==> config.mk <==
export PLATFORM = sky130hd
export DESIGN_NAME = lrs_selector
export DESIGN_NICKNAME = d
export VERILOG_FILES = /design/src/lrs_pkg.sv /design/src/lrs_flash.sv /design/src/lrs_selector.sv
export VERILOG_INCLUDE_DIRS = /design/src
export SDC_FILE = /design/constraint.sdc
export NUM_CORES = 1
export LEC_CHECK = 0
export BUFFER_PORTS_ARGS = -buffer_cell sky130_fd_sc_hd__buf_2
export CORE_MARGIN = 8
export CORE_UTILIZATION = 25
export DETAILED_ROUTE_END_ITERATION = 10
export PLACE_DENSITY_LB_ADDON = 0.05
export SETUP_SLACK_MARGIN = 0.15
export SLEW_MARGIN = 20
export SYNTH_ARGS = -nofsm -noshare
export SYNTH_HDL_FRONTEND = slang
export SYNTH_HIERARCHICAL = 1
export SYNTH_SLANG_ARGS = --single-unit
==> constraint.sdc <==
create_clock -name aclk -period 8.3 [get_ports aclk]
set_clock_uncertainty 0.2 [all_clocks]
set_input_delay 0.415 -clock aclk [delete_from_list [all_inputs] [get_ports aclk]]
set_output_delay 0.415 -clock aclk [all_outputs]
set_load 0.02 [all_outputs]
==> src/lrs_regs.svh <==
/*
 holds register offsets, field positions, reset values and timing counts
 of the link redundancy selector as macros.
 assumes inclusion by bare name from the selector and the bench files.
*/
`ifndef LRS_REGS_SVH
`define LRS_REGS_SVH

`define LRS_OFS_CTRL        12'h000
`define LRS_OFS_STATUS      12'h004
`define LRS_OFS_IRQ_STAT    12'h008
`define LRS_OFS_IRQ_MASK    12'h00C
`define LRS_OFS_REMOTE      12'h010

`define LRS_CTRL_MODE_LSB   0
`define LRS_CTRL_RESET      2'h0
`define LRS_MODE_OFF        2'h0
`define LRS_MODE_AUTO       2'h1
`define LRS_MODE_MANUAL     2'h2

`define LRS_IRQ_SWITCH      0
`define LRS_IRQ_MODE_DONE   1
`define LRS_IRQ_BOTH_FAIL   2
`define LRS_IRQ_BITS        3

`define LRS_CLK_MHZ         200
`define LRS_APPLY_SEC       120
`define LRS_FLASH_MS        250
`define LRS_FLASH_CYC       (`LRS_FLASH_MS * `LRS_CLK_MHZ * 1000)
`define LRS_APPLY_CYC       (64'd`LRS_APPLY_SEC * 64'd`LRS_CLK_MHZ * 64'd1000000)

`endif

==> src/lrs_pkg.sv <==
/*
 holds the types of the link redundancy selector.
 assumes lrs_regs.svh sits in the same folder.
*/
package lrs_pkg;
  typedef enum logic [1:0] {LRS_OFF, LRS_AUTO, LRS_MANUAL, LRS_BAD} lrs_mode_t;
  typedef enum logic {LRS_MAIN, LRS_BACKUP} lrs_link_t;
  typedef enum logic {LRS_CAUSE_SIG, LRS_CAUSE_SYNC} lrs_cause_t;
endpackage

==> src/lrs_flash.sv <==
/*
 holds a free running blink generator for the indicators.
 assumes a single clock and a synchronous active low reset.
*/
`timescale 1ns/100ps
module lrs_flash #(
  parameter int HALF_CYC = 50000000
) (
  input  wire logic aclk,    // system clock
  input  wire logic aresetn, // sync reset, low active
  input  wire logic ce,      // clock enable
  output logic      blink_q  // square wave
);
  logic [31:0] cnt_q;

  // refuse a half period the counter cannot serve
  if (HALF_CYC < 1)
  begin : g_bad_half
    $error("lrs_flash: HALF_CYC must be at least one");
  end

  // toggles every half period
  always_ff @(posedge aclk)
  begin
    if (!aresetn)
    begin
      cnt_q   <= 32'h0000_0000;
      blink_q <= 1'b0;
    end
    else if (ce)
    begin
      if (cnt_q >= 32'(HALF_CYC - 1))
      begin
        cnt_q   <= 32'h0000_0000;
        blink_q <= ~blink_q;
      end
      else
        cnt_q <= cnt_q + 32'h0000_0001;
    end
  end
endmodule

==> src/lrs_selector.sv <==
/*
 holds the link redundancy selector: axi4-lite registers, link choice,
 indicators, remote forwarding of mode and interrupt.
 assumes synchronous inputs from both receivers and a single 200 MHz clock.
*/
// Function
// RL1: automatic mode with both modules installed starts on the main link.
// RL2: automatic or manual mode switches to backup on main signal or sync loss.
// RL3: sync-loss indicator of the deactivated link is lit; the code lights backup's only in auto or manual mode with backup fitted.
// RL4: automatic, signal-loss switchover returns to main when signal returns.
// RL5: automatic, sync-loss switchover stays on backup until backup fails; the code also returns to main when automatic mode is applied again.
// RL6: manual mode starts on main and stays on backup after main recovers.
// RL7: manual returns to main only on change to automatic or power cycle.
// RL8: mode off performs no automatic switching.
// RL9: per-link received-signal indicator lit while that receiver sees signal.
// RL10: local mode changes are forwarded to the remote unit.
// RL11: operator gives both units one mode; only one uses loopback timing.
// RL12: mode changes take effect within 120 seconds.
// RL13: main sync-loss indicator flashes while traffic comes from backup.
// RL14: active link and last cause held in registers, reset to main.
`timescale 1ns/100ps
`include "lrs_regs.svh"
module lrs_selector #(
  parameter longint APPLY_CYC = `LRS_APPLY_CYC,
  parameter int     FLASH_CYC = `LRS_FLASH_CYC
) (
  input  wire logic        aclk,            // system clock
  input  wire logic        aresetn,         // sync reset, low active
  input  wire logic        ce,              // clock enable
  input  wire logic [11:0] s_axi_awaddr,    // write address
  input  wire logic        s_axi_awvalid,   // write address valid
  output logic             s_axi_awready,   // write address ready
  input  wire logic [31:0] s_axi_wdata,     // write data
  input  wire logic [3:0]  s_axi_wstrb,     // byte enables
  input  wire logic        s_axi_wvalid,    // write data valid
  output logic             s_axi_wready,    // write data ready
  output logic [1:0]       s_axi_bresp,     // write response
  output logic             s_axi_bvalid,    // write response valid
  input  wire logic        s_axi_bready,    // write response ready
  input  wire logic [11:0] s_axi_araddr,    // read address
  input  wire logic        s_axi_arvalid,   // read address valid
  output logic             s_axi_arready,   // read address ready
  output logic [31:0]      s_axi_rdata,     // read data
  output logic [1:0]       s_axi_rresp,     // read response
  output logic             s_axi_rvalid,    // read data valid
  input  wire logic        s_axi_rready,    // read data ready
  input  wire logic        main_present,    // main module fitted
  input  wire logic        backup_present,  // backup module fitted
  input  wire logic        main_sig_loss,   // main receiver signal loss
  input  wire logic        main_sync_loss,  // main receiver sync loss
  input  wire logic        backup_sig_loss, // backup receiver signal loss
  input  wire logic        backup_sync_loss,// backup receiver sync loss
  output logic             use_backup_q,    // high: traffic on backup
  output logic             main_rx_led_q,   // main signal detected
  output logic             backup_rx_led_q, // backup signal detected
  output logic             main_loss_led_q, // main sync-loss indicator
  output logic             backup_loss_led_q,// backup sync-loss indicator
  output logic [1:0]       remote_mode_q,   // mode sent to remote unit
  output logic             remote_send_q,   // pulse: send mode to remote
  output logic             irq_q            // level interrupt
);
  localparam int IW = `LRS_IRQ_BITS;

  logic [1:0]     req_mode_q;   // mode software wrote
  logic [1:0]     mode_q;       // mode in force
  logic [63:0]    apply_cnt_q;
  logic           apply_pend_q;
  logic           cause_q;      // last switchover cause
  logic [IW-1:0]  istat_q, imask_q;
  logic           aw_got_q, w_got_q;
  logic [11:0]    awaddr_q;
  logic [31:0]    wdata_q;
  logic           blink;

  // refuse counts the apply and flash counters cannot serve
  if (APPLY_CYC < 1 || FLASH_CYC < 1)
  begin : g_bad_counts
    $error("lrs_selector: counts must be at least one");
  end

  lrs_flash #(.HALF_CYC(FLASH_CYC)) u_flash (
    .aclk    (aclk),
    .aresetn (aresetn),
    .ce      (ce),
    .blink_q (blink)
  );

  // address decode shared by both paths
  function automatic logic reg_hit(input logic [11:0] a);
    reg_hit = (a == `LRS_OFS_CTRL) || (a == `LRS_OFS_STATUS) || (a == `LRS_OFS_IRQ_STAT)
           || (a == `LRS_OFS_IRQ_MASK) || (a == `LRS_OFS_REMOTE);
  endfunction

  // write handshake: address and data taken in either order
  wire        aw_take = s_axi_awvalid & s_axi_awready;
  wire        w_take  = s_axi_wvalid & s_axi_wready;
  wire        aw_have = aw_got_q | aw_take;
  wire        w_have  = w_got_q | w_take;
  wire [11:0] wa      = aw_got_q ? awaddr_q : s_axi_awaddr;
  wire [31:0] wd      = w_got_q ? wdata_q : s_axi_wdata;
  wire        wr_go   = aw_have & w_have & ~s_axi_bvalid;
  wire        wr_ctrl = wr_go & (wa == `LRS_OFS_CTRL) & s_axi_wstrb[0];
  wire        wr_clr  = wr_go & (wa == `LRS_OFS_IRQ_STAT) & s_axi_wstrb[0];
  wire        wr_mask = wr_go & (wa == `LRS_OFS_IRQ_MASK) & s_axi_wstrb[0];
  wire [1:0]  wr_mode = wd[`LRS_CTRL_MODE_LSB +: 2];
  wire        mode_ok = (wr_mode != 2'h3);

  // link health and selection decisions
  wire main_bad   = main_sig_loss | main_sync_loss;
  wire backup_bad = backup_sig_loss | backup_sync_loss | ~backup_present;
  wire redund     = (mode_q == `LRS_MODE_AUTO) || (mode_q == `LRS_MODE_MANUAL);
  wire go_backup  = ~use_backup_q & redund & main_bad & ~backup_bad;        // RL2 RL8
  wire auto_back  = use_backup_q & (mode_q == `LRS_MODE_AUTO) & main_present
                  & ((cause_q == lrs_pkg::LRS_CAUSE_SIG & ~main_bad)         // RL4
                  | (cause_q == lrs_pkg::LRS_CAUSE_SYNC & backup_bad & ~main_bad)); // RL5
  wire apply_now  = apply_pend_q & (apply_cnt_q == 64'h0);
  wire to_auto    = apply_now & (req_mode_q == `LRS_MODE_AUTO);              // RL7
  wire go_main    = auto_back | (use_backup_q & to_auto & ~main_bad);
  wire both_bad   = ~use_backup_q & redund & main_bad & backup_bad;          // nowhere left to go
  wire [IW-1:0] ev = {both_bad, apply_now, go_backup | go_main};

  // axi handshake state
  always_ff @(posedge aclk)
  begin
    if (!aresetn)
    begin
      aw_got_q <= 1'b0;
      w_got_q  <= 1'b0;
      awaddr_q <= 12'h000;
      wdata_q  <= 32'h0000_0000;
      s_axi_bvalid <= 1'b0;
      s_axi_bresp  <= 2'h0;
    end
    else if (ce)
    begin
      if (aw_take) awaddr_q <= s_axi_awaddr;
      if (w_take) wdata_q <= s_axi_wdata;
      aw_got_q <= aw_have & ~wr_go;
      w_got_q  <= w_have & ~wr_go;
      if (wr_go)
      begin
        s_axi_bvalid <= 1'b1;
        s_axi_bresp  <= reg_hit(wa) ? 2'h0 : 2'h2;
      end
      else if (s_axi_bready) s_axi_bvalid <= 1'b0;
    end
  end

  // ready is taken away while a word is already held
  always_ff @(posedge aclk)
  begin
    if (!aresetn)
    begin
      s_axi_awready <= 1'b0;
      s_axi_wready  <= 1'b0;
    end
    else if (ce)
    begin
      s_axi_awready <= ~(aw_have & ~wr_go) & ~(wr_go);
      s_axi_wready  <= ~(w_have & ~wr_go) & ~(wr_go);
    end
  end

  // read channel, one word per request
  wire [31:0] rd_word =
      (s_axi_araddr == `LRS_OFS_CTRL)     ? {30'h0, req_mode_q} :
      (s_axi_araddr == `LRS_OFS_STATUS)   ? {24'h0, apply_pend_q, mode_q, cause_q,
                                             backup_present, main_present, use_backup_q, 1'b0} :
      (s_axi_araddr == `LRS_OFS_IRQ_STAT) ? {29'h0, istat_q} :
      (s_axi_araddr == `LRS_OFS_IRQ_MASK) ? {29'h0, imask_q} :
      (s_axi_araddr == `LRS_OFS_REMOTE)   ? {30'h0, remote_mode_q} : 32'h0000_0000;

  always_ff @(posedge aclk)
  begin
    if (!aresetn)
    begin
      s_axi_arready <= 1'b0;
      s_axi_rvalid  <= 1'b0;
      s_axi_rdata   <= 32'h0000_0000;
      s_axi_rresp   <= 2'h0;
    end
    else if (ce)
    begin
      s_axi_arready <= ~s_axi_rvalid & ~(s_axi_arvalid & s_axi_arready);
      if (s_axi_arvalid & s_axi_arready)
      begin
        s_axi_rvalid <= 1'b1;
        s_axi_rdata  <= rd_word;
        s_axi_rresp  <= reg_hit(s_axi_araddr) ? 2'h0 : 2'h2;
      end
      else if (s_axi_rready) s_axi_rvalid <= 1'b0;
    end
  end

  // mode request, delayed apply and remote forwarding
  always_ff @(posedge aclk)
  begin
    if (!aresetn)
    begin
      req_mode_q    <= `LRS_CTRL_RESET;
      mode_q        <= `LRS_CTRL_RESET;
      apply_pend_q  <= 1'b0;
      apply_cnt_q   <= 64'h0;
      remote_mode_q <= `LRS_CTRL_RESET;
      remote_send_q <= 1'b0;
    end
    else if (ce)
    begin
      remote_send_q <= 1'b0;
      if (wr_ctrl & mode_ok)
      begin
        req_mode_q    <= wr_mode;
        apply_pend_q  <= 1'b1;
        // the settle runs the whole APPLY_CYC count, giving the remote time to follow, right at the limit
        apply_cnt_q   <= 64'(APPLY_CYC - 1);                                 // RL12
        remote_mode_q <= wr_mode;                                           // RL10
        remote_send_q <= 1'b1;                                              // RL10
      end
      else if (apply_now)
      begin
        mode_q       <= req_mode_q;                                         // RL12
        apply_pend_q <= 1'b0;
      end
      else if (apply_pend_q) apply_cnt_q <= apply_cnt_q - 64'h1;
    end
  end

  // active link and cause; reset is the power cycle that returns to main
  always_ff @(posedge aclk)
  begin
    if (!aresetn)
    begin
      use_backup_q <= 1'b0;                                                 // RL1 RL6 RL14
      cause_q      <= 1'b0;                                                 // RL14
    end
    else if (ce)
    begin
      if (go_backup)
      begin
        use_backup_q <= 1'b1;                                               // RL2
        cause_q      <= main_sig_loss ? 1'b0 : 1'b1;
      end
      else if (go_main) use_backup_q <= 1'b0;                               // RL4 RL7
    end
  end

  // indicators
  always_ff @(posedge aclk)
  begin
    if (!aresetn)
    begin
      main_rx_led_q     <= 1'b0;
      backup_rx_led_q   <= 1'b0;
      main_loss_led_q   <= 1'b0;
      backup_loss_led_q <= 1'b0;
    end
    else if (ce)
    begin
      main_rx_led_q     <= main_present & ~main_sig_loss;                   // RL9
      backup_rx_led_q   <= backup_present & ~backup_sig_loss;               // RL9
      main_loss_led_q   <= use_backup_q ? blink : main_bad;                 // RL3 RL13
      backup_loss_led_q <= ~use_backup_q & backup_present & redund;         // RL3
    end
  end

  // sticky status, set wins over write-one clear
  always_ff @(posedge aclk)
  begin
    if (!aresetn)
    begin
      istat_q <= '0;
      imask_q <= '0;
      irq_q   <= 1'b0;
    end
    else if (ce)
    begin
      istat_q <= (istat_q & ~(wr_clr ? wd[IW-1:0] : '0)) | ev;
      if (wr_mask) imask_q <= wd[IW-1:0];
      irq_q <= |(istat_q & imask_q);
    end
  end

  chk_main_fail_switch: assert property (@(posedge aclk) disable iff (!aresetn) // RL2
    ce && go_backup |=> use_backup_q) else $error("no switch to backup");
  chk_off_no_switch: assert property (@(posedge aclk) disable iff (!aresetn) // RL8
    ce && mode_q == `LRS_MODE_OFF && !use_backup_q |=> !use_backup_q) else $error("switched in off");
  chk_manual_hold: assert property (@(posedge aclk) disable iff (!aresetn) // RL6
    ce && use_backup_q && mode_q == `LRS_MODE_MANUAL && !to_auto |=> use_backup_q)
    else $error("manual left backup");
  chk_sig_return: assert property (@(posedge aclk) disable iff (!aresetn) // RL4
    ce && auto_back && cause_q == 1'b0 |=> !use_backup_q) else $error("no return");
  chk_rx_led: assert property (@(posedge aclk) disable iff (!aresetn) // RL9
    ce && main_present && !main_sig_loss |=> main_rx_led_q) else $error("rx led off");
  chk_remote_fwd: assert property (@(posedge aclk) disable iff (!aresetn) // RL10
    ce && wr_ctrl && mode_ok |=> remote_send_q && remote_mode_q == $past(wr_mode))
    else $error("mode not forwarded");
  chk_backup_led: assert property (@(posedge aclk) disable iff (!aresetn) // RL3
    ce && !use_backup_q && backup_present && redund |=> backup_loss_led_q) else $error("led wrong");
  chk_apply_bound: assert property (@(posedge aclk) disable iff (!aresetn) // RL12
    apply_pend_q |-> apply_cnt_q < 64'(APPLY_CYC)) else $error("apply late");
  chk_sync_hold: assert property (@(posedge aclk) disable iff (!aresetn) // RL5
    ce && use_backup_q && mode_q == `LRS_MODE_AUTO && cause_q == 1'b1 && !backup_bad && !apply_now
    |=> use_backup_q) else $error("sync cause left backup");
  chk_main_led_flash: assert property (@(posedge aclk) disable iff (!aresetn) // RL13
    ce && use_backup_q |=> main_loss_led_q == $past(blink)) else $error("main led not flashing");
  chk_main_led_loss: assert property (@(posedge aclk) disable iff (!aresetn) // RL3
    ce && !use_backup_q |=> main_loss_led_q == $past(main_bad)) else $error("main led wrong");
  chk_irq_level: assert property (@(posedge aclk) disable iff (!aresetn)
    ce |=> irq_q == |($past(istat_q) & $past(imask_q))) else $error("irq level wrong");
  chk_irq_set_wins: assert property (@(posedge aclk) disable iff (!aresetn)
    ce && ev[`LRS_IRQ_SWITCH] |=> istat_q[`LRS_IRQ_SWITCH]) else $error("switch event lost");
endmodule

==> results of run 1 <==
[what timing repair did]
item	in CTS	in global routing
hold buffers	1	0
endpoints found under the setup margin	0	0
endpoints found under the hold margin	1	0
[final cells by class]
cell class | instances | area [sq um]
well taps | 402 | 503
clock inverters | 12 | 153
fillers | 3423 | 22300
inverters | 18 | 67.6
flip-flops and latches | 148 | 2960
multi-input cells | 699 | 4580
repair buffers | 76 | 410
clock buffers | 19 | 453
[critical path: stages, from the launching register on]
cell and delay, ns:
dfxtp_1 0.62, or4b_2 0.62, o22a_1 0.25, nor3_2 0.68
nand2_2 0.47, buf_4 0.43, a2111oi_0 0.60, mux2i_1 0.24
[how the worst max path moves through the flow]
stage / slack [ns] / cells past startpoint / to / from
floorplan: 5.32 / 10 / apply_cnt_q[1]$_SDFFE_PN0P_ / apply_cnt_q[54]$_SDFFE_PN0P_
global placement: 4.06 / 7 / apply_cnt_q[43]$_SDFFE_PN0P_ / aw_got_q$_SDFFE_PN0P_
detailed placement: 4.02 / 7 / apply_cnt_q[43]$_SDFFE_PN0P_ / aw_got_q$_SDFFE_PN0P_
CTS: 3.99 / 7 / apply_cnt_q[43]$_SDFFE_PN0P_ / aw_got_q$_SDFFE_PN0P_
global route: 3.73 / 7 / apply_cnt_q[43]$_SDFFE_PN0P_ / aw_got_q$_SDFFE_PN0P_
finish: 4.10 / 7 / apply_cnt_q[43]$_SDFFE_PN0P_ / aw_got_q$_SDFFE_PN0P_
[synthesized netlist by cell type (16+ instances only)]
| cell | count | area share [%] |
|---|---|---|
| nor2_1 | 63 | 3.0 |
| dfxtp_1 | 148 | 37 |
| inv_1 | 18 | 0.85 |
| nand2b_1 | 26 | 2.0 |
| nor4_1 | 16 | 1.3 |
| nor3_1 | 35 | 2.2 |
| buf_4 | 28 | 2.6 |
| mux2i_1 | 40 | 5.0 |
| nand3_1 | 24 | 1.5 |
| o21ai_0 | 19 | 1.2 |
| a21oi_1 | 58 | 3.6 |
| or4_1 | 23 | 2.2 |
| clkbuf_1 | 43 | 2.0 |
| or3_1 | 18 | 1.4 |
| xnor2_1 | 27 | 3.0 |
| nor3b_2 | 30 | 4.7 |
| a211oi_1 | 18 | 1.7 |
| nand2_1 | 104 | 4.9 |
[registers in the layout, summed over array words and instances (netlist names), 3 cells and up]
signal	flops
s_axi_rdata	8
istat_q	3
wdata_q	3
apply_cnt_q	64
u_flash/cnt_q	32
imask_q	3
awaddr_q	12
[stage by stage]
step | hold WS [ns] | power, mW | worst slack (ns) | cell area [sq um]
2_1_floorplan | 0.231 | 0.800 | 5.32 | 8050
3_3_place_gp | 0.242 | 0.822 | 4.06 | 8500
3_5_place_dp | 0.244 | 0.822 | 4.02 | 8510
4_1_cts | 0.00300 | 1.65 | 3.99 | 9130
5_1_grt | 0.0166 | 1.69 | 3.73 | 9130
6_report | 0.0269 | 1.62 | 4.10 | 9130
[power by group]
part	switching, mW	leakage [nW]	internal (mW)	total, mW
registers	0.00545	1.19	0.716	0.722
logic	0.0555	1.93	0.0273	0.0828
clock network	0.326	0.299	0.488	0.814
[routing by layer]
| layer | global-route usage (%) | vias up | share of wire [%] |
|---|---|---|---|
| met2 | 19.0 | 100 | 44 |
| met4 | 3.76 | 0 | 1.1 |
| met1 | 16.4 | 3184 | 51 |
| met5 | 0 | - | 0 |
| met3 | 2.97 | 16 | 3.9 |
| li1 | - | 3424 | - |
[logic make-up (layout without fill, tap and decap cells)]
group	count (synthesis)	count (layout)	share of synthesized area (%)
simple gates	416	416	30.6
flops	148	148	37.2
fa+ha+maj	3	3	0.472
compound gates	179	179	15.9
buf+inv	102	125	6.79
xor+xnor	34	34	3.74
mux	41	41	5.17
other cells	1	26	0.0471
[cells in the final DEF, fill, tap and decap left out, drive strengths merged, types with 14 or more instances in the layout]
cell type and n:
a211oi 18, a21oi 59, a31oi 14, buf 75
clkbuf 19, conb 26, dfxtp 148, inv 20
mux2i 40, nand2 105, nand2b 26, nand3 24
nand4 15, nor2 63, nor3 36, nor3b 39
nor4 16, o21ai 20, or3 18, or4 25
xnor2 27
==> results.yml, run 1 <==
sta:
  finalHoldViolCount: 0
  rsz0062_at_grt: "false"
  min_period_ns: 4.20
  post-route-period-util_pct: 50.6
  tns_ns: 0
  maxSlewHeadroom_pct: 39.1
  fmax_ghz: 0.238
  setup_viol: 0
  tightest_slew_ns: 0.901
  maxSlewViolCount: 0
clock_tree:
  cts_inserted_buffers: 17
  post_cts_buffers: 0
  clock_sinks: 148
  cts.clk_slew.worst_paths_ns: 0.06
  cts_tree: "done"
  cts_resized: 0
  htreeDepth: 4
  cts-root-buf: "clkbuf_16"
  clock_path_buffers: 2
  insertion_delay_ns: 0.43
synth:
  seq_area_frac_synth_pct: 37.2
  synth_edf_count: 0
  ys_ff_latch: 148
  synth_area_per_cell_sq_um: 8.61
  synthArstFlopShare_pct: 0
  synth_cell_types: 71
  ys_warn_count: 6
  synth_area_sq_mm: 0.00796
  ys.flop_type: "dfxtp_1"
  netlist_instances: 924
pwr:
  max-vdd-ir-drop_mv: 0.139
  power_density_mw_per_mm2: 177
  power_leakage_nw: 3.43
run:
  maxCapViolations: 0
finish:
  drive_gt1_share_pct: 16.2
  num_antenna_cells: 0
  syn2layout_area_growth_pct: 14.7
  final_util_pct: 29.0
  stdcell_count: 1374
  finalNetCount: 1037
detailed_routing:
  dr.pass1.iters: 4
  ant_nets: 0
  vias: 6724
  routed_wl_mm: 23.0
  drcViolationCount: 0
  post_drt_wl_per_cell_um: 16.7
  drt_iter0_drc: 341
  routed_via_density: 4.89
global_routing:
  grt_pass1_wl_mm: 37.4
  track_usage_pct: 12.2
  gr-total-overflow: 0
  antenna_found_initial: 0
  grt_max_degree: 57
  grt_pass1_vias: 6688
worst_hold_path:
  min_path_type: "input port to flip-flop"
  hp-start: "s_axi_awaddr[8]"
  hold_depth: 3
  whs_endpoint: "awaddr_q[8]$_SDFFE_PN0P_"
floorplanning:
  die-area_sq_mm: 0.0378
  initial_utilization_pct: 25.3
  pin_count: 124
  die_h_um: 194
  die_w_um: 194
  rows: 65
  coreArea_sq_mm: 0.0315
critical_path:
  regToRegSetupSlack_ns: 4.10
  end_kind: "flip-flop"
  required_ns: 8.47
  crit_arrival_ns: 4.37
  ff2ff_path_depth: 7
  path_class: "flip-flop to flip-flop"
  r2r_start: "aw_got_q$_SDFFE_PN0P_"
  start_kind: "flip-flop"
  crit_fanout: 39
  timing.rr.end: "apply_cnt_q[43]$_SDFFE_PN0P_"
place:
  place_inst: 1342
  place.gp.congestion: 0.702
  io_buffers: 65
  dpl.hpwl_mm: 15.4
outcome:
  status: "complete, no violations"
(Power assumes the default switching activity.)
==> run 2, diff against run 1 <==
--- a/config.mk
+++ b/config.mk
@@ -6,6 +6,7 @@
 export SDC_FILE = /design/constraint.sdc
 export NUM_CORES = 1
 export LEC_CHECK = 0
+export ABC_AREA = 1
 export BUFFER_PORTS_ARGS = -buffer_cell sky130_fd_sc_hd__buf_2
 export CORE_MARGIN = 8
 export CORE_UTILIZATION = 25
==> constraint.sdc (replaced) <==
create_clock -name aclk -period 3.4 [get_ports aclk]
set_clock_uncertainty 0.2 [all_clocks]
set_input_delay 0.17 -clock aclk [delete_from_list [all_inputs] [get_ports aclk]]
set_output_delay 0.17 -clock aclk [all_outputs]
set_load 0.02 [all_outputs]
==> run 2 against run 1 <==
Combinational power increased to 2.9 times the previous value. Non-clock buffer count increased by 29. Utilization increased by 0.55 points. Global-route usage increased by 1.8 points. Critical path depth increased by 6. Total power increased by 150%. Critical endpoint is now apply_cnt_q[33]$_SDFFE_PN0P_.
==> results.yml, run 2 <==
place:
  dpl.hpwl_mm: 22.2
  place.gp.congestion: 0.839
  place_inst: 1969
  place_area_sq_mm: 0.00980
  io_buffers: 65
finish:
  multi_input_area_sq_mm: 0.00516
  final_util_pct: 29.5
  syn2layout_area_growth_pct: 17.5
  finalNetCount: 1631
  final_common_cell: "nand2_1"
  final_cell_mix: "398 x nand2_1, 256 x nor2_1, 182 x inv_1"
  drive_gt1_share_pct: 13.2
  top_register: "apply_cnt_q"
  n_fill_cell: 4099
  largest_reg_flops: 64
  stdcell_count: 2035
  fin_area_sq_mm: 0.0107
  num_antenna_cells: 0
  reg_top3: "apply_cnt_q: 64 flops, u_flash/cnt_q: 32 flops, awaddr_q: 12 flops"
  seq_area_sq_mm: 0.00296
floorplanning:
  die_w_um: 207
  die-area_sq_mm: 0.0429
  pin_count: 124
  initial_utilization_pct: 25.2
  rows: 70
  die_h_um: 207
  coreArea_sq_mm: 0.0363
sta:
  maxSlewViolCount: 0
  fmax_ghz: 0.363
  post-route-period-util_pct: 81.1
  rsz0062_at_grt: "false"
  min_period_ns: 2.76
  setup_viol: 0
  tightest_slew_ns: 0.814
  tns_ns: 0
  finalHoldViolCount: 0
  maxSlewHeadroom_pct: 45.6
clock_tree:
  clock_sinks: 148
  cts-root-buf: "clkbuf_16"
  cts_tree: "done"
  cts_resized: 0
  insertion_delay_ns: 0.44
  cts.clk_slew.worst_paths_ns: 0.07
  clock_path_buffers: 2
  cts_inserted_buffers: 17
  htreeDepth: 4
critical_path:
  slowest_stage: "buf_4"
  cpPeakStageDelay_ns: 0.60
  start_kind: "flip-flop"
  end_kind: "flip-flop"
  required_ns: 3.57
  crit_start: "aw_got_q$_SDFFE_PN0P_"
  r2r_start: "aw_got_q$_SDFFE_PN0P_"
  crit_chain: "inv_2 -> nand2_1 -> nand2_1 -> nor2_2 -> nand2_1 -> nor2_2 -> nand3_2 -> nand2_4 -> buf_4 -> nand2_1 -> nand2_1 -> nand2_1 -> nor2_1"
  crit_top_cell: "nand2_1"
  crit_fanout: 60
  crit_arrival_ns: 2.93
  path_class: "flip-flop to flip-flop"
synth:
  synth_area_sq_mm: 0.00914
  synth_area_per_cell_sq_um: 6.23
  synth_area_leaders: "dfxtp_1 32%, nand2_1 16%, nor2_1 11%, inv_1 7.5%, nand3_1 5.5%"
  seq_area_frac_synth_pct: 32.4
  netlist_instances: 1468
  ys_warn_count: 6
  yosys.cell_count.top_type: "nand2_1"
  synth_top_area_cell: "dfxtp_1"
  synth_common_cells: "398 x nand2_1, 256 x nor2_1, 182 x inv_1, 148 x dfxtp_1, 101 x nand3_1"
  ys_ff_latch: 148
  synth_edf_count: 0
  synthArstFlopShare_pct: 0
  ys.flop_type: "dfxtp_1"
  synthDominantCellAreaShare_pct: 32.4
  synth_cell_types: 42
global_routing:
  grt_pass1_vias: 8792
  grt_pass1_wl_mm: 48.3
  track_usage_pct: 14.0
  gr-total-overflow: 0
  grt_max_degree: 61
  antenna_found_initial: 0
pwr:
  seqPwrFrac_pct: 44.4
  power_leakage_nw: 5.11
  clkPwrFrac_pct: 49.5
  sw_frac_of_total_pct: 25.5
  max-vdd-ir-drop_mv: 0.348
  power_density_mw_per_mm2: 371
  combPwrFrac_pct: 6.1
  internal_power_mw: 2.97
  switchingPower_mw: 1.01
detailed_routing:
  vias: 8810
  dr.pass1.iters: 5
  ant_nets: 0
  drt_iter0_drc: 343
  post_drt_wl_per_cell_um: 14.6
  drcViolationCount: 0
  routed_wl_mm: 29.8
  routed_via_density: 4.33
outcome:
  status: "complete, no violations"
worst_hold_path:
  hp-start: "s_axi_araddr[0]"
  min_path_type: "input port to flip-flop"
run:
  maxCapViolations: 0
==> run 2: changes by cell type after synthesis, sizes merged, moves of 25 or more <==
cell and delta:
nand2 +337, nor2 +212, inv +167, nand3 +80, a21oi +43, mux2i -40, nor3b -38, nand2b -26
or4 -25
==> run 2: cell type report <==
cell class	count	area share [%]
clock buffer	19	4.22
clock inverter	13	1.35
inverter	186	6.56
multi-input combinational	1096	48.1
sequential	148	27.6
tap	468	5.45
timing repair buffer	105	6.73
==> run 2: timing repair <==
item,4_1_cts,5_1_grt
hold buffers,34,0
setup buffers,0,0
endpoints found under the hold margin,41,0
==> run 2: final timing paths <==
path / end / slack, ns / cells past startpoint
min: s_axi_rdata[5]$_SDFFE_PN0P_ / 0.06 / 6
max reg2reg: apply_cnt_q[33]$_SDFFE_PN0P_ / 0.64 / 13
max: apply_cnt_q[33]$_SDFFE_PN0P_ / 0.64 / 13
min reg2reg: u_flash/cnt_q[29]$_SDFFE_PN0P_ / 0.24 / 2
==> run 2: through the flow <==
| step | hold slack (ns) | worst slack, ns | total power [mW] |
|---|---|---|---|
| global placement | 0.212 | 0.630 | 2.02 |
| floorplan | 0.0600 | 1.35 | 1.97 |
| global route | 0.108 | 0.261 | 4.16 |
| finish | 0.0645 | 0.643 | 3.98 |
| detailed placement | 0.212 | 0.598 | 2.02 |
| CTS | 0.0377 | 0.553 | 4.06 |
==> run 2: per-layer routing <==
metal  wire, um  global-route usage [%]
met1      14500                    17.9
met2      13900                    23.5
met3        878                    2.55
met4        512                    4.54
met5          0                       0
==> run 2: power by group through the flow <==
stage / clock network, mW / registers (mW) / logic [mW]
floorplan: 0 / 1.81 / 0.153
global placement: 0 / 1.81 / 0.217
detailed placement: 0 / 1.81 / 0.217
CTS: 2.05 / 1.77 / 0.247
global route: 2.12 / 1.77 / 0.272
finish: 1.97 / 1.77 / 0.242
==> run 2: logic make-up after synthesis <==
logic type | share of synthesized area, %
adder cells (fa/ha/maj) | 0.411
flip-flops | 32.4
AND/OR/NAND/NOR | 41.3
XOR/XNOR | 3.93
other | 0.0410
AO/OA/AOI/OAI | 9.83
buffers and inverters | 12.1
==> run 2: worst max-delay path, delay by kind of cell (launching register included) <==
family                 cells  cell delay, ns
buffers and inverters      2            0.73
flip-flops                 1            0.58
AND/OR/NAND/NOR           11            1.16
==> run 3, diff against run 2 <==
--- a/config.mk
+++ b/config.mk
@@ -6,7 +6,7 @@
 export SDC_FILE = /design/constraint.sdc
 export NUM_CORES = 1
 export LEC_CHECK = 0
-export ABC_AREA = 1
+export ABC_AREA = 0
 export BUFFER_PORTS_ARGS = -buffer_cell sky130_fd_sc_hd__buf_2
 export CORE_MARGIN = 8
 export CORE_UTILIZATION = 25
==> constraint.sdc (replaced) <==
create_clock -name aclk -period 2.7 [get_ports aclk]
set_clock_uncertainty 0.2 [all_clocks]
set_input_delay 0.135 -clock aclk [delete_from_list [all_inputs] [get_ports aclk]]
set_output_delay 0.135 -clock aclk [all_outputs]
set_load 0.02 [all_outputs]
==> run 3 against run 2 <==
Sequential share of layout area shrank 1.9 points. Global-route usage grew 0.13 points. Fmax shrank 2.2%. Combinational power grew 40%. Routed wire length shrank 10%. Clock-buffer cell count grew 1. Critical path type unchanged. Flip-flop and latch count is the same. Cell count shrank 23%. The flow now finishes with violations (hold timing, setup timing). Die area shrank 12%. Sequential power grew 25%. Clock power grew 24%.
==> results.yml, run 3 (synthesized netlist as in run 1, its figures left out) <==
critical_path:
  crit_arrival_ns: 2.99
  path_class: "flip-flop to flip-flop"
  required_ns: 2.87
  crit_buf_inv: 2
  end_kind: "flip-flop"
  critical_path.top_delay_family: "simple AND/OR/NAND/NOR gates"
  crit_chain: "or4_4 -> or4_4 -> buf_4 -> nor4_4 -> buf_4 -> nand2_2 -> or4_1 -> a21oi_2"
  start_kind: "flip-flop"
  cpPeakStageDelay_ns: 0.53
  crit_fanout: 4
  slowest_stage: "or4_4"
floorplanning:
  pin_count: 124
  die-area_sq_mm: 0.0378
  initial_utilization_pct: 25.3
  die_h_um: 194
  die_w_um: 194
  rows: 65
  coreArea_sq_mm: 0.0315
clock_tree:
  cts.clk_slew.worst_paths_ns: 0.07
  cts-root-buf: "clkbuf_16"
  clock_path_buffers: 2
  cts_inserted_buffers: 17
  clock_sinks: 148
  htreeDepth: 4
  cts_tree: "done"
  insertion_delay_ns: 0.43
sta:
  layout_setup_ws_ns: -0.119
  maxSlewViolCount: 0
  maxSlewHeadroom_pct: 58.9
  tns_ns: -3.34
  post-route-period-util_pct: 104
  tightest_slew_ns: 0.616
  whs_ns: -0.0385
  finalHoldViolCount: 2
  setup_viol: 53
  rsz0062_at_grt: "true"
  min_period_ns: 2.82
  fmax_ghz: 0.355
place:
  dpl.hpwl_mm: 18.0
  place.gp.congestion: 0.717
  io_buffers: 65
  place_inst: 1477
finish:
  finalNetCount: 1234
  top_register: "apply_cnt_q"
  drive_gt1_share_pct: 34.2
  final_cell_mix: "142 x dfxtp_1, 132 x buf_4, 101 x nand2_1"
  largest_reg_flops: 64
  stdcell_count: 1572
  reg_top3: "apply_cnt_q: 64 flops, u_flash/cnt_q: 32 flops, awaddr_q: 12 flops"
  final_util_pct: 36.8
  final_common_cell: "dfxtp_1"
  syn2layout_area_growth_pct: 45.4
  num_antenna_cells: 0
  n_fill_cell: 3229
outcome:
  status: "finished, violations left"
  violations: "hold timing, setup timing"
pwr:
  p_total_mw: 5.00
  power_density_mw_per_mm2: 432
  sw_frac_of_total_pct: 25.0
  power_leakage_nw: 4.62
  clkPwrFrac_pct: 48.9
  internal_power_mw: 3.75
  combPwrFrac_pct: 6.8
  switchingPower_mw: 1.25
  max-vdd-ir-drop_mv: 0.427
  seqPwrFrac_pct: 44.4
detailed_routing:
  drcViolationCount: 0
  vias: 7541
  drt_iter0_drc: 254
  routed_via_density: 4.80
  routed_wl_mm: 26.6
  post_drt_wl_per_cell_um: 17.0
  ant_nets: 0
  dr.pass1.iters: 4
global_routing:
  gr-total-overflow: 0
  grt_pass1_vias: 7827
  grt_max_degree: 54
  track_usage_pct: 14.1
  antenna_found_initial: 0
  grt_pass1_wl_mm: 43.5
worst_hold_path:
  min_path_type: "input port to flip-flop"
run:
  maxCapViolations: 0
-- run 3: metal layers --
layer | global-route usage (%) | wire [um]
met4 | 3.08 | 248
met1 | 18.7 | 13400
met3 | 3.28 | 933
met2 | 23.1 | 12100
met5 | 0 | 0
-- run 3: worst paths after layout --
| path | start | endpoint | slack (ns) | cells after the start |
|---|---|---|---|---|
| max | apply_cnt_q[28]$_SDFFE_PN0P_ | apply_cnt_q[52]$_SDFFE_PN0P_ | -0.12 | 8 |
| min | s_axi_araddr[5] | s_axi_rdata[1]$_SDFFE_PN0P_ | -0.04 | 5 |
| max reg2reg | apply_cnt_q[28]$_SDFFE_PN0P_ | apply_cnt_q[52]$_SDFFE_PN0P_ | -0.12 | 8 |
| min reg2reg | s_axi_rresp[1]$_SDFFE_PN0P_ | s_axi_rresp[1]$_SDFFE_PN0P_ | 0.25 | 2 |
-- run 3: power by group through the flow --
stage                     Sequential [mW]  Clock, mW  Combinational (mW)
final                                2.22       2.44               0.339
after global routing                 2.22       2.62               0.370
after CTS                            2.22       2.53               0.330
after detailed placement             2.27          0               0.280
after global placement               2.27          0               0.281
after floorplan                      2.27          0               0.187
-- run 3: final cells by class --
class                   instances  area [sq um]  area share (%)
well taps                     402           503            4.35
clock buffers                  20           447            3.86
clock inverters                12           145            1.25
flip-flops and latches        148          2970            25.7
inverters                      18          67.6           0.584
multi-input cells             699          5150            44.5
repair buffers                273          2290            19.8
-- run 3: tightest hold or removal path, delay by kind of cell --
family / cells / cell delay (ns)
AOI/OAI and AO/OA: 1 / 0.05
buffers and inverters: 1 / 0.07
and+or+nand+nor: 3 / 0.28
-- run 3: metrics by stage --
stage	setup slack [ns]	instance area, sq um	hold WS (ns)
3_5_place_dp	-0.324	9650	0.165
3_3_place_gp	-0.337	9650	0.170
4_1_cts	-0.125	11200	0.0142
2_1_floorplan	-0.158	8160	0.0306
6_report	-0.119	11600	-0.0385
5_1_grt	-0.215	11600	0.0231
-- run 3: what timing repair did --
action | 4_1_cts | 5_1_grt
hold buffers | 39 | 0
cloned | 2 | 3
setup buffers | 15 | 5
endpoints found under the setup margin | 72 | 76
endpoints found under the hold margin | 39 | 0
resized for setup | 84 | 63
pin swaps | 33 | 47
